File: config.mk
export PLATFORM = sky130hd
export DESIGN_NAME = e3ra_device_flat
export DESIGN_NICKNAME = d
export VERILOG_FILES = /design/src/e3ra_pkg.sv /design/src/e3ra_link_if.sv /design/src/e3ra_ais_detect.sv /design/src/e3ra_device.sv /design/src/flat_wrapper.sv
export SDC_FILE = /design/constraint.sdc
export NUM_CORES = 1
export LEC_CHECK = 0
export BUFFER_PORTS_ARGS = -buffer_cell sky130_fd_sc_hd__buf_4
export CELL_PAD_IN_SITES_DETAIL_PLACEMENT = 0
export CELL_PAD_IN_SITES_GLOBAL_PLACEMENT = 1
export CORE_ASPECT_RATIO = 1.5
export CORE_MARGIN = 8
export CORE_UTILIZATION = 47
export DETAILED_ROUTE_END_ITERATION = 10
export GPL_TIMING_DRIVEN = 0
export PLACE_DENSITY_LB_ADDON = 0.1
export SLEW_MARGIN = 20
export SYNTH_ARGS = -nofsm -noshare
export SYNTH_HDL_FRONTEND = slang
export SYNTH_HIERARCHICAL = 1
export SYNTH_SLANG_ARGS = --single-unit
File: constraint.sdc
create_clock -name clock -period 9.5 [get_ports clock]
set_clock_uncertainty 0.15 [all_clocks]
set_input_delay 0.475 -clock clock [delete_from_list [all_inputs] [get_ports clock]]
set_output_delay 0.475 -clock clock [all_outputs]
set_load 0.02 [all_outputs]
File: src/e3ra_pkg.sv
// Shared constants and types for the receive alarm interrupt block.
`default_nettype none

package e3ra_pkg;

    typedef logic [7:0] e3ra_byte_t;
    typedef logic [3:0] e3ra_cnt_t;

    ////////////////////////////////////////////////////////////////////////
    // Device register map on the link.
    localparam e3ra_byte_t ADDR_DEFECT_CFG = 8'h11;
    localparam e3ra_byte_t ADDR_IRQ_EN = 8'h12;
    localparam e3ra_byte_t ADDR_IRQ_STAT = 8'h14;

    // Fields of the defect state and configuration register.
    localparam int BIT_ALGO = 7;
    localparam int BIT_LOF_ST = 6;
    localparam int BIT_OOF_ST = 5;
    localparam int BIT_LOS_ST = 4;
    localparam int BIT_AIS_ST = 3;
    localparam int BIT_PLD_ST = 2;
    localparam int BIT_TMARK_ST = 1;
    localparam int BIT_FAR_END_RECEIVE_FAILURE_ST = 0;

    // Fields shared by the interrupt enable and status registers.
    localparam int IRQ_W = 5;
    localparam int IRQ_ALIGN = 4;
    localparam int IRQ_OOF = 3;
    localparam int IRQ_LOF = 2;
    localparam int IRQ_LOS = 1;
    localparam int IRQ_AIS = 0;

    ////////////////////////////////////////////////////////////////////////
    // Framing and alarm figures.
    localparam int ALIGN_W = 12;
    localparam logic [2:0] OOF_ERR_FRAMES = 3'h4;
    localparam e3ra_cnt_t AIS_ZERO_LIMIT = 4'h8;
    localparam logic [1:0] AIS_FRAMES = 2'h2;

    localparam int unsigned CLK_HZ = 50_000_000;
    localparam int unsigned LOF_SHORT_MS = 1;
    localparam int unsigned LOF_LONG_MS = 3;
    localparam int unsigned LOF_SHORT_CYCLES = CLK_HZ / 1000 * LOF_SHORT_MS;
    localparam int unsigned LOF_LONG_CYCLES = CLK_HZ / 1000 * LOF_LONG_MS;

    typedef enum logic [1:0] {FR_IN_FRAME, FR_OUT_OF_FRAME} e3ra_frame_t;
    typedef enum logic [1:0] {H_IDLE, H_WAIT} e3ra_host_t;

    ////////////////////////////////////////////////////////////////////////
    // Host controller registers on APB.
    localparam e3ra_byte_t APB_CMD = 8'h00;
    localparam e3ra_byte_t APB_STAT = 8'h04;
    localparam e3ra_byte_t APB_ISTAT = 8'h08;
    localparam e3ra_byte_t APB_IMASK = 8'h0C;
    localparam int CMD_WDATA_LSB = 8;
    localparam int CMD_WRITE_BIT = 16;
    localparam int CMD_GO_BIT = 17;
    localparam int STAT_BUSY_BIT = 8;
    localparam int STAT_ALARM_BIT = 9;
    localparam int HIRQ_W = 2;
    localparam int HIRQ_DONE = 0;
    localparam int HIRQ_ALARM = 1;

    // Counts up by one and sticks at the limit.
    function automatic e3ra_cnt_t sat_inc(e3ra_cnt_t cnt, e3ra_cnt_t lim);
        sat_inc = (cnt >= lim) ? lim : cnt + 4'h1;
    endfunction

endpackage

`default_nettype wire

File: src/e3ra_link_if.sv
// Register link between the host controller and the alarm device.
`default_nettype none

interface e3ra_link_if;
    logic sel;
    logic wr;
    logic [7:0] addr;
    logic [7:0] wdata;
    logic [7:0] rdata;
    logic ack;
    logic intN;

    modport dev (
        input sel,
        input wr,
        input addr,
        input wdata,
        output rdata,
        output ack,
        output intN
    );

    modport host (
        output sel,
        output wr,
        output addr,
        output wdata,
        input rdata,
        input ack,
        input intN
    );
endinterface

`default_nettype wire

File: src/e3ra_ais_detect.sv
// Per-frame zero counting that declares and clears the AIS defect.
`default_nettype none

module e3ra_ais_detect (
    input wire logic clock,
    input wire logic sys_rst,
    input wire logic bitValid,
    input wire logic bitData,
    input wire logic frameTick,
    output logic aisState,
    output logic aisChange
);
    import e3ra_pkg::*;

    typedef struct packed {
        e3ra_cnt_t zeroCnt;
        logic [1:0] lowRun;
        logic [1:0] highRun;
        logic ais;
        logic change;
    } e3ra_ais_st_t;

    e3ra_ais_st_t st;
    e3ra_ais_st_t next_st;
    e3ra_cnt_t zeros;
    logic lowFrame;

    always_comb begin
        next_st = st;
        next_st.change = 1'b0;
        lowFrame = 1'b0;
        zeros = (bitValid && !bitData) ? sat_inc(st.zeroCnt, AIS_ZERO_LIMIT)
                                       : st.zeroCnt;
        next_st.zeroCnt = zeros;
        if (frameTick) begin
            // The bit arriving with the frame mark still counts.
            lowFrame = zeros < AIS_ZERO_LIMIT;
            next_st.zeroCnt = '0;
            next_st.lowRun = lowFrame ? ((st.lowRun >= AIS_FRAMES) ?
                             AIS_FRAMES : st.lowRun + 2'h1) : 2'h0;
            next_st.highRun = lowFrame ? 2'h0 : ((st.highRun >= AIS_FRAMES) ?
                              AIS_FRAMES : st.highRun + 2'h1);
            if (!st.ais && next_st.lowRun >= AIS_FRAMES) begin // [RULE_11]
                next_st.ais = 1'b1;
                next_st.change = 1'b1;
            end
            if (st.ais && next_st.highRun >= AIS_FRAMES) begin // [RULE_12]
                next_st.ais = 1'b0;
                next_st.change = 1'b1;
            end
        end
    end

    always_ff @(posedge clock) begin
        if (sys_rst) begin
            st <= '0;
        end else begin
            st <= next_st;
        end
    end

    assign aisState = st.ais;
    assign aisChange = st.change;
endmodule // e3ra_ais_detect

`default_nettype wire

File: src/e3ra_device.sv
// Receive alarm detection, interrupt flags and registers of the device end.
`default_nettype none

//
// Contract
// RULE_01: Enable bit 2 gates frame-loss interrupt.
// RULE_02: Enabled alarm interrupt drives request line low.
// RULE_03: Frame-loss change sets status bit 2.
// RULE_04: Config bit 7 algorithm; bits 6-0 live states.
// RULE_05: Alignment change raises interrupt when enabled.
// RULE_06: Four errored alignment frames declare out-of-frame.
// RULE_07: Out-of-frame keeps old alignment for extraction.
// RULE_08: Alignment interrupt only if new alignment differs.
// RULE_09: Enable bit 4 gates alignment-change interrupt.
// RULE_10: Alignment change sets status bit 4.
// RULE_11: Two frames with seven zeros declare AIS.
// RULE_12: Two frames with eight zeros clear AIS.
// RULE_13: AIS interrupt on both declare and clear.
// RULE_14: Enable bit 0 gates AIS interrupt.
// RULE_15: AIS change sets status bit 0.
// RULE_16: Status bits 7-5 read-only; 4-0 clear on read.
// RULE_17: Host reads live AIS state after interrupt.
// RULE_18: Frame loss after out-of-frame 1 or 3 ms.
// RULE_19: Request line releases when no enabled flag remains.
module e3ra_device #(
    parameter int unsigned LOF_SHORT_CYC = e3ra_pkg::LOF_SHORT_CYCLES,
    parameter int unsigned LOF_LONG_CYC = e3ra_pkg::LOF_LONG_CYCLES
) (
    input wire logic clock,
    input wire logic sys_rst,
    e3ra_link_if.dev lnk,
    input wire logic frameTick,
    input wire logic fasError,
    input wire logic resyncDone,
    input wire logic [e3ra_pkg::ALIGN_W-1:0] resyncAlign,
    input wire logic bitValid,
    input wire logic bitData,
    input wire logic losState,
    input wire logic payloadUnstable,
    input wire logic traceMark,
    input wire logic farEndFailure,
    output logic [e3ra_pkg::ALIGN_W-1:0] extractAlign,
    output logic oofState,
    output logic lofState,
    output logic aisState
);
    import e3ra_pkg::*;

    typedef struct packed {
        logic algoSel;
        logic [IRQ_W-1:0] irqEn;
        logic [IRQ_W-1:0] irqStat;
        e3ra_frame_t fst;
        logic out_of_frame;
        logic [2:0] errRun;
        logic [31:0] timer;
        logic loss_of_frame;
        logic [ALIGN_W-1:0] align;
        logic losQ;
        e3ra_byte_t rdata;
        logic ack;
        logic intN;
    } e3ra_dev_st_t;

    localparam e3ra_dev_st_t DEV_RST = '{intN: 1'b1, fst: FR_IN_FRAME,
                                         default: '0};

    e3ra_dev_st_t st;
    e3ra_dev_st_t next_st;
    logic [IRQ_W-1:0] ev;
    logic [IRQ_W-1:0] clr;
    logic take;
    logic aisChange;
    logic [31:0] lofLimit;
    e3ra_byte_t defectByte;

    ////////////////////////////////////////////////////////////////////////
    // AIS runs on its own zero counter, outside the alignment state machine.
    e3ra_ais_detect u_ais (
        .clock(clock),
        .sys_rst(sys_rst),
        .bitValid(bitValid),
        .bitData(bitData),
        .frameTick(frameTick),
        .aisState(aisState),
        .aisChange(aisChange)
    );

    ////////////////////////////////////////////////////////////////////////
    always_comb begin
        next_st = st;
        ev = '0;
        clr = '0;
        take = lnk.sel & ~st.ack;
        next_st.ack = take;
        next_st.losQ = losState;
        lofLimit = st.algoSel ? 32'(LOF_LONG_CYC) : 32'(LOF_SHORT_CYC);

        ev[IRQ_AIS] = aisChange; // [RULE_13]
        ev[IRQ_LOS] = losState ^ st.losQ;

        // Framer alignment tracking.
        unique case (st.fst)
            FR_IN_FRAME: begin
                if (frameTick) begin
                    if (!fasError) begin
                        next_st.errRun = '0;
                    end else if (st.errRun == OOF_ERR_FRAMES - 3'h1) begin
                        next_st.fst = FR_OUT_OF_FRAME; // [RULE_06]
                        next_st.errRun = '0;
                        next_st.timer = '0;
                        ev[IRQ_OOF] = 1'b1;
                    end else begin
                        next_st.errRun = st.errRun + 3'h1;
                    end
                end
            end
            FR_OUT_OF_FRAME: begin
                // The held alignment is only replaced on re-acquisition,
                // so extraction keeps running on the old one meanwhile.
                if (resyncDone) begin
                    next_st.fst = FR_IN_FRAME;
                    next_st.timer = '0;
                    ev[IRQ_OOF] = 1'b1;
                    if (st.loss_of_frame) begin
                        next_st.loss_of_frame = 1'b0;
                        ev[IRQ_LOF] = 1'b1;
                    end
                    if (resyncAlign != st.align) begin // [RULE_08]
                        next_st.align = resyncAlign; // [RULE_07]
                        ev[IRQ_ALIGN] = 1'b1; // [RULE_05]
                    end
                end else if (!st.loss_of_frame) begin
                    next_st.timer = st.timer + 32'h1;
                    if (st.timer + 32'h1 >= lofLimit) begin // [RULE_18]
                        next_st.loss_of_frame = 1'b1;
                        ev[IRQ_LOF] = 1'b1;
                    end
                end
            end
        endcase
        next_st.out_of_frame = next_st.fst == FR_OUT_OF_FRAME;

        // Live defect view; bit 7 is the only writable field here.
        defectByte = '0;
        defectByte[BIT_ALGO] = st.algoSel; // [RULE_04]
        defectByte[BIT_LOF_ST] = st.loss_of_frame;
        defectByte[BIT_OOF_ST] = st.out_of_frame;
        defectByte[BIT_LOS_ST] = st.losQ;
        defectByte[BIT_AIS_ST] = aisState;
        defectByte[BIT_PLD_ST] = payloadUnstable;
        defectByte[BIT_TMARK_ST] = traceMark;
        defectByte[BIT_FAR_END_RECEIVE_FAILURE_ST] = farEndFailure;

        // Register access: one request per sel assertion, answered by ack.
        if (take) begin
            next_st.rdata = '0;
            if (lnk.wr) begin
                if (lnk.addr == ADDR_DEFECT_CFG) begin
                    next_st.algoSel = lnk.wdata[BIT_ALGO];
                end
                if (lnk.addr == ADDR_IRQ_EN) begin
                    // [RULE_01] [RULE_09] [RULE_14]
                    next_st.irqEn = lnk.wdata[IRQ_W-1:0];
                end
            end else begin
                if (lnk.addr == ADDR_DEFECT_CFG) begin
                    next_st.rdata = defectByte;
                end
                if (lnk.addr == ADDR_IRQ_EN) begin
                    next_st.rdata = {{(8 - IRQ_W){1'b0}}, st.irqEn};
                end
                if (lnk.addr == ADDR_IRQ_STAT) begin
                    // [RULE_16]
                    next_st.rdata = {{(8 - IRQ_W){1'b0}}, st.irqStat};
                    clr = st.irqStat;
                end
            end
        end

        // A flag raised in the cycle of its read-clear survives the read.
        // [RULE_03] [RULE_10] [RULE_15]
        next_st.irqStat = (st.irqStat & ~clr) | (ev & st.irqEn);
        // [RULE_02] [RULE_19]
        next_st.intN = ~|(next_st.irqStat & next_st.irqEn);
    end

    always_ff @(posedge clock) begin
        if (sys_rst) begin
            st <= DEV_RST;
        end else begin
            st <= next_st;
        end
    end

    ////////////////////////////////////////////////////////////////////////
    assign lnk.rdata = st.rdata;
    assign lnk.ack = st.ack;
    assign lnk.intN = st.intN;
    assign extractAlign = st.align;
    assign oofState = st.out_of_frame;
    assign lofState = st.loss_of_frame;
endmodule // e3ra_device

`default_nettype wire

File: src/flat_wrapper.sv
// flat-port wrapper written by rule: the top's interface ports become plain ports
module e3ra_device_flat import e3ra_pkg::*;
#(
    parameter int unsigned LOF_SHORT_CYC = e3ra_pkg::LOF_SHORT_CYCLES,
    parameter int unsigned LOF_LONG_CYC = e3ra_pkg::LOF_LONG_CYCLES
)
  (clock, sys_rst, frameTick, fasError, resyncDone, resyncAlign, bitValid, bitData, losState, payloadUnstable, traceMark, farEndFailure, extractAlign, oofState, lofState, aisState, lnk_sel, lnk_wr, lnk_addr, lnk_wdata, lnk_rdata, lnk_ack, lnk_intN);
  e3ra_link_if lnk_i ();
  input wire logic clock;
  input wire logic sys_rst;
  input wire logic frameTick;
  input wire logic fasError;
  input wire logic resyncDone;
  input wire logic [e3ra_pkg::ALIGN_W-1:0] resyncAlign;
  input wire logic bitValid;
  input wire logic bitData;
  input wire logic losState;
  input wire logic payloadUnstable;
  input wire logic traceMark;
  input wire logic farEndFailure;
  output logic [e3ra_pkg::ALIGN_W-1:0] extractAlign;
  output logic oofState;
  output logic lofState;
  output logic aisState;
  input wire logic [$bits(lnk_i.sel)-1:0] lnk_sel;
  input wire logic [$bits(lnk_i.wr)-1:0] lnk_wr;
  input wire logic [$bits(lnk_i.addr)-1:0] lnk_addr;
  input wire logic [$bits(lnk_i.wdata)-1:0] lnk_wdata;
  output wire logic [$bits(lnk_i.rdata)-1:0] lnk_rdata;
  output wire logic [$bits(lnk_i.ack)-1:0] lnk_ack;
  output wire logic [$bits(lnk_i.intN)-1:0] lnk_intN;
  assign lnk_i.sel = lnk_sel;
  assign lnk_i.wr = lnk_wr;
  assign lnk_i.addr = lnk_addr;
  assign lnk_i.wdata = lnk_wdata;
  assign lnk_rdata = lnk_i.rdata;
  assign lnk_ack = lnk_i.ack;
  assign lnk_intN = lnk_i.intN;
  e3ra_device #(.LOF_SHORT_CYC(LOF_SHORT_CYC), .LOF_LONG_CYC(LOF_LONG_CYC)) u_core (.clock(clock), .sys_rst(sys_rst), .lnk(lnk_i), .frameTick(frameTick), .fasError(fasError), .resyncDone(resyncDone), .resyncAlign(resyncAlign), .bitValid(bitValid), .bitData(bitData), .losState(losState), .payloadUnstable(payloadUnstable), .traceMark(traceMark), .farEndFailure(farEndFailure), .extractAlign(extractAlign), .oofState(oofState), .lofState(lofState), .aisState(aisState));
endmodule
### Word level (Yosys, flattened, before mapping)

Index checks and enable logic that the tools add are counted.

| storage, ports and cells | value |
|---|---|
| bits in registers | 83 |
| output and inout bits | 25 |
| word-level logic and storage cells | 110 |

| cells by class | value |
|---|---|
| add/sub/neg operators | 5 |
| order comparisons | 7 |
| eq/ne operators | 11 |
| muxes and demuxes | 44 |
| bitwise logic cells | 9 |
| reductions and logical operators | 16 |

Operators by type and width:

| cell | count |
|---|---|
| 32-bit 2-to-1 mux | 3 |
| 33-bit 2-to-1 mux | 2 |
| 32-bit one-hot mux with 2 select lines | 1 |
| 32-bit by 1-bit adder with 32-bit output (second input constant) | 1 |
| 32-bit >= comparator | 1 |
| 8-bit 2-to-1 mux | 4 |
| 5-bit 2-to-1 mux | 6 |
| 8-bit by 5-bit == test with 1-bit output (second input constant) | 3 |
| 2-bit 2-to-1 mux | 11 |
| 18-bit 2-to-1 mux | 1 |
| 5-bit bitwise AND | 3 |
| 12-bit inequality test | 1 |
| 1-bit 2-to-1 mux | 10 |
| 2-bit >= comparator (second input constant) | 4 |
| 4-bit 2-to-1 mux | 2 |
| 3-bit 2-to-1 mux | 2 |
| 3-bit AND reduction | 2 |
| 5-bit NOT | 1 |
| 5-bit OR | 1 |
| 5-bit OR reduction | 1 |
| 2-bit by 1-bit adder with 2-bit output (second input constant) | 2 |
| 4-bit by 1-bit adder with 4-bit output (second input constant) | 1 |
| 2-bit by 1-bit == test with 1-bit output (second input constant) | 2 |
| 4-bit >= comparator (second input constant) | 1 |
| 18 further kinds | 26 |

### Depth between registers and ports, before layout

| depth | value |
|---|---|
| word-level depth | 11 |
| depth in mapped cells | 12 |
| mapped depth without buffers | 11 |

### Cells and area by module

Netlist, hierarchy kept.

Modules (own cells, without submodules):

| module | instances | cells each | area an instance (um^2) | seq. area each (um^2) |
|---|---|---|---|---|
| e3ra_device | 1 | 539 | 4,327.9 | 1,461.4 |
| e3ra_ais_detect | 1 | 50 | 496.7 | 200.2 |

### Least setup slack after synthesis

Ideal clock, no wire load.

| path | value |
|---|---|
| path kind | register to register |
| start point | reg u_core/st[26] (netlist name) |
| end point | reg u_core.st (netlist bit u_core/lnk.intN) |
| setup time | 0.058 ns |
| arrival time | 2.992 ns |
| slack | 6.300 ns |
| stages on the path, launching flop included | 11 |
| path buffers | 0 |
| period minus slack after synthesis | 3.200 ns |
| cell sequence | dfxtp_1 nand4_4 nor4_1 nand3_1 nor2_1 xor2_1 ha_1 and2_2 a2111o_1 nor4_4 o211a_1 |

| on the way | value |
|---|---|
| word-level cells in the longest chain between the ends | 11 |

Ends and longest elaborated chain:

| what | RTL line | source |
|---|---|---|
| from (decl) | e3ra_device.sv:68 | `e3ra_dev_st_t st;` |
| from (signal assigned) | e3ra_device.sv:192 | `st <= next_st;` |
| 32-bit by 1-bit adder with 32-bit output | e3ra_device.sv:135 | `if (st.timer + 32'h1 >= lofLimit) begin` |
| 32-bit >= comparator | e3ra_device.sv:135 |  |
| 1-bit 2-to-1 mux | e3ra_device.sv:135 |  |
| 1-bit 2-to-1 mux | e3ra_device.sv:133 | `end else if (!st.loss_of_frame) begin` |
| 1-bit 2-to-1 mux | e3ra_device.sv:121 | `if (resyncDone) begin` |
| 1-bit 2-to-1 mux | e3ra_device.sv:103 | `unique case (st.fst)` |
| 5-bit bitwise AND | e3ra_device.sv:183 | `next_st.irqStat = (st.irqStat & ~clr) \| (ev & st.irqEn);` |
| 5-bit OR | e3ra_device.sv:183 |  |
| 5-bit bitwise AND | e3ra_device.sv:185 | `next_st.intN = ~\|(next_st.irqStat & next_st.irqEn);` |
| 5-bit OR reduction | e3ra_device.sv:185 |  |
| 1-bit zero test | e3ra_device.sv:185 |  |

No other way between the ends.
A chain may end at the register's enable or synchronous reset.

### Worst setup path after layout

Ends and elaborated chain as after synthesis.

==> results summary <==
The number of buffers inserted for hold repair after clock tree synthesis is 0. Clock tree synthesis inserted a total of 9 buffers. In this run the clock root is driven by a clkbuf_16. The synthesized design contains 0 enable-type register cells. The initial antenna violation count is 0.

The routability-driven placement congestion ratio came out at between 0.8 and 0.9. The number of rows in the core area came out at 45. The remaining number of nets flagged by the antenna check after routing came out at 0. The number of slew-limit violations in the final report is 0. The primary flip-flop cell chosen by synthesis mapping is dfxtp_1. The number of cell instances on the worst register-to-register path came out at 10.

The arrival time at the worst endpoint is ~4.2 ns. The number of synthesis warnings came out at 6. The proportion of total power due to net switching came out at about a quarter. The TritonCTS clock tree is yes. The worst hold path begins at resyncDone. The number of optimization iterations in the first detailed-route pass came out at 5. In the finished design, the share of the clock period the worst path needs comes to between 40% and 50%. The critical path's largest stage delay came out at ~0.79 ns. The CTS clock-pin slew for the worst setup and hold paths is roughly 0.060 ns. The maximum number of pins on one net before global-route repair is 16. The HPWL after detailed placement came out at approximately 10,000 microns. The floorplan die width is around 100 microns. The static leakage came out at about 0.0022 uW. Using the TritonRoute via totals, the vias-per-cell ratio works out to 5.925. The cell family contributing the most delay on the critical path is simple AND/OR/NAND/NOR gates. The worst hold path cell count came out at 2.

From synthesis to final layout, the design area changed by 18.80%. The net load switching power is ~170 uW. In the synthesized netlist the async set-or-reset flop fraction comes to 0%.

The worst setup path is launched from a register. The transition time of the tightest slew-check pin is about 0.94 ns. The number of endpoints with negative hold slack in the final report is 0. For flop-to-flop paths, the worst setup slack is ~5.4 ns. After layout, the minimum clock period comes to 4.091 ns. The post-CTS setup buffer count came out at 0. The largest voltage drop on the vdd net came out at 0.07866 mV. The boundary pin count came out at between 60 and 70. Setup slack on the critical path of the routed design comes to between 5 and 6 ns. The portion of total power attributed to the clock network is a little under half. The internal power of the cells totals 556.8 uW.

Buffers placed on the I/O ports in this run total 63. In this run the critical register-to-register path is captured at u_core/lnk.intN. For the worst-skew pair, the clock arrives at the later sink with an insertion delay of between 0.3 and 0.4 ns. The ratio of cells with drive above 1 in the final layout is a little over a fifth. The highest routing layer actually used is met4. The tightest min-delay check is of the in -> reg type. The minimum hold slack came out at about 0.23 ns.

Combinational logic is responsible for 6.1% of the overall power. Traced cell by cell, the critical path runs through nand4_4, nor4_1, nand3_1, xnor2_1, ha_1, or2_2, a2111oi_1, a211oi_2, nor4_4, o211a_1. The residual overflow from global routing is 0. The die extent in y came out at around 140 microns. The effective utilization at floorplan came out at 47.87%.

The number of endpoints failing setup at the final stage is 0. Data on the critical path is required at its endpoint by 9.63 ns. Dividing the detail-routed wire length by the instance count gives around 17 microns.

Synthesis produced a netlist with a net count of 640. The number of max-capacitance violations reported is 0. The tightest slew margin relative to the limit is 36.49%.

The H-tree level count is 3. The total power density per cell area came out at 127.3 nW/um^2. The finished cells cover roughly 5700 sq um.

The post-place instance area came out at 5444 sq um. The post-placement setup slack is 5.432 ns. The worst hold path terminates at u_core/lofState. Clock tree synthesis found a total of a little over 80 sinks. The reg-to-reg critical path startpoint is u_core/st[26]. The met2 wire length is ~7400 microns. Of the synthesized area, sequential elements account for roughly 34%. The total detailed-routing wirelength came out at roughly 14,000 microns. The number of buffers and inverters on the critical path is 0. A synthesized cell averages approximately 8 sq um. The cell count after synthesis came out at just under 600.

The number of gates resized after CTS was 0. The number of nets in the final layout is roughly 710. The cell with the largest stage delay on the worst path is nor4_1. Yosys mapped the design onto 82 distinct sky130hd cell types. The maximum fanout count along the critical path is 8.

The number of synthesized register bits is between 80 and 90. The DRC marker count from the first detailed-route iteration came out at slightly below 200. The die covers 13,830 sq um. The layout has 975 filler cells. The critical path is of the reg -> reg type. After detailed routing, the wire length on met1 is 5285 microns. In this run, flip-flops and latches consume between 40% and 50% of the power. The flow ran to the end, and the final reports show no timing, DRC or antenna violations. Wire segments on met3 add up to about 580 microns in the final route. The number of vias in the routed layout is 4,651.

The global-route wire length before repair is about 22,000 microns. Setup repair after global routing left no endpoint under its margin. The total global-route track usage came out at between 10% and 20%. The number of diodes is 0.

The maximum count of clock buffers along a single path is 2. The via count of the first global-routing pass came out at between 4,000 and 5,000. The cell area after synthesis is 4825 sq um. The core footprint came out at between 10,000 and 15,000 sq um. The capturing element type of the critical path is a register. The fmax is approximately 0.24 GHz. The remaining design rule violation count is 0. The total negative setup slack came out at 0 ns.
## worst max-delay path by stage
stage / start / to / slack (ns) / cells after the start
detailed placement: u_core/st[26] / u_core/lnk.intN / 5.43 / 10
finish: u_core/st[26] / u_core/lnk.intN / 5.41 / 10
CTS: u_core/st[26] / u_core/lnk.intN / 5.42 / 10
global placement: u_core/st[28] / u_core/lnk.intN / 5.52 / 10
global route: u_core/st[26] / u_core/lnk.intN / 5.17 / 10
floorplan: u_core/st[26] / u_core/lnk.intN / 6.30 / 10
## synth_stat cells, drive strengths merged, types with 2 or more instances
cell	n	area (sq um)
a2111oi	2	20.02
o41ai	2	25.03
clkbuf	20	78.82
nand3	16	80.08
dfxtp	83	1662
a311oi	3	26.28
a31oi	6	37.54
nand3b	5	37.54
xnor2	21	183.9
or2	4	25.02
and2	6	38.79
nor2b	4	25.02
nor3b	3	22.52
nand4b	3	26.28
or4b	3	30.03
nand2	62	235.2
o32ai	2	17.52
or3b	3	26.28
o21ai	30	150.1
or3	7	46.29
a21oi	56	280.3
nand2b	8	57.55
nor4	10	135.1
nand4	21	176.4
and3	6	45.04
a22oi	14	105.1
a2111o	2	22.52
a211oi	5	47.54
and4	6	58.81
mux2i	8	80.08
nor2	67	251.5
buf	27	192.7
nor3	18	95.09
a222oi	5	50.05
xor2	6	52.55
inv	12	45.04
ha	10	125.1
## layout by cell type, fill, tap and decap left out, drive strengths merged, types with 4 or more instances in the layout
cell | Yosys | routed
or2 | 4 | 4
nand3 | 16 | 16
nand2 | 62 | 62
nand3b | 5 | 5
a31oi | 6 | 6
nand4 | 21 | 21
nor3 | 18 | 18
mux2i | 8 | 8
nor2b | 4 | 4
clkbuf | 20 | 30
and2 | 6 | 6
o21ai | 30 | 30
and4 | 6 | 6
a22oi | 14 | 14
ha | 10 | 10
xor2 | 6 | 6
a222oi | 5 | 5
a21oi | 56 | 56
dfxtp | 83 | 83
a211oi | 5 | 5
and3 | 6 | 6
nor2 | 67 | 67
xnor2 | 21 | 21
buf | 27 | 90
inv | 12 | 13
or3 | 7 | 7
nand2b | 8 | 8
nor4 | 10 | 10
## flip-flops by register name, summed over array words and instances, names as in the netlist
signal / count
u_core/u_ais/st: 8
u_core/extractAlign: 12
u_core/lnk.ack: 1
u_core/defectByte: 2
u_core/lnk.rdata: 8
u_core/oofState: 1
u_core/lnk.intN: 1
u_core/u_ais/aisChange: 1
u_core/st: 47
u_core/lofState: 1
u_core/u_ais/aisState: 1
## worst reg2reg max path, cell delays in order, from the launching register on
cell       delay (ns)
dfxtp_1          0.49
nand4_4          0.24
nor4_1           0.79
nand3_1          0.33
xnor2_1          0.21
ha_1             0.22
or2_2            0.28
a2111oi_1        0.50
a211oi_2         0.20
nor4_4           0.42
o211a_1          0.21
## power by group through the flow
stage | logic, uW | clock network [uW] | registers (uW)
global route | 48.9 | 355 | 354
floorplan | 19.2 | 0 | 362
detailed placement | 44.7 | 0 | 361
CTS | 44.8 | 341 | 354
global placement | 43.6 | 0 | 361
finish | 44.6 | 331 | 354
## layout make-up
| cell class | count | area, sq um | area share [%] |
|---|---|---|---|
| inverter | 13 | 48.80 | 0.8513 |
| clock inverter | 6 | 48.80 | 0.8513 |
| multi-input combinational | 446 | 2843 | 49.60 |
| tap | 117 | 146.4 | 2.554 |
| clock buffer | 10 | 239.0 | 4.169 |
| sequential | 83 | 1662 | 28.99 |
| buffer | 47 | 271.5 | 4.737 |
| timing repair buffer | 63 | 473.0 | 8.251 |
## cells by family (layout without fill, tap and decap cells)
| kind of cell | Yosys count | count (layout) | share of synthesized area, % |
|---|---|---|---|
| buffers and inverters | 60 | 139 | 6.638 |
| AOI/OAI and AO/OA | 142 | 142 | 19.11 |
| adders and majority gates | 10 | 10 | 2.593 |
| DFF | 83 | 83 | 34.44 |
| and+or+nand+nor | 258 | 258 | 30.42 |
| xor gates and xnor gates | 27 | 27 | 4.902 |
| muxes | 9 | 9 | 1.893 |
## routing by layer
metal  up-vias  GRT usage [%]
li1       2272              -
met1      2223          20.65
met2       131          37.94
met3        25          3.075
met4         0          8.855
met5         -              0
## metrics by stage
step,util (%),power (uW),instances
floorplan,-,381.2,589
detailed placement,54.02,406.1,769
global route,56.87,757.8,785
finish,56.87,729.4,785
CTS,56.87,739.0,785
global placement,54.02,404.9,769
Power figures use the tool's default switching activity.
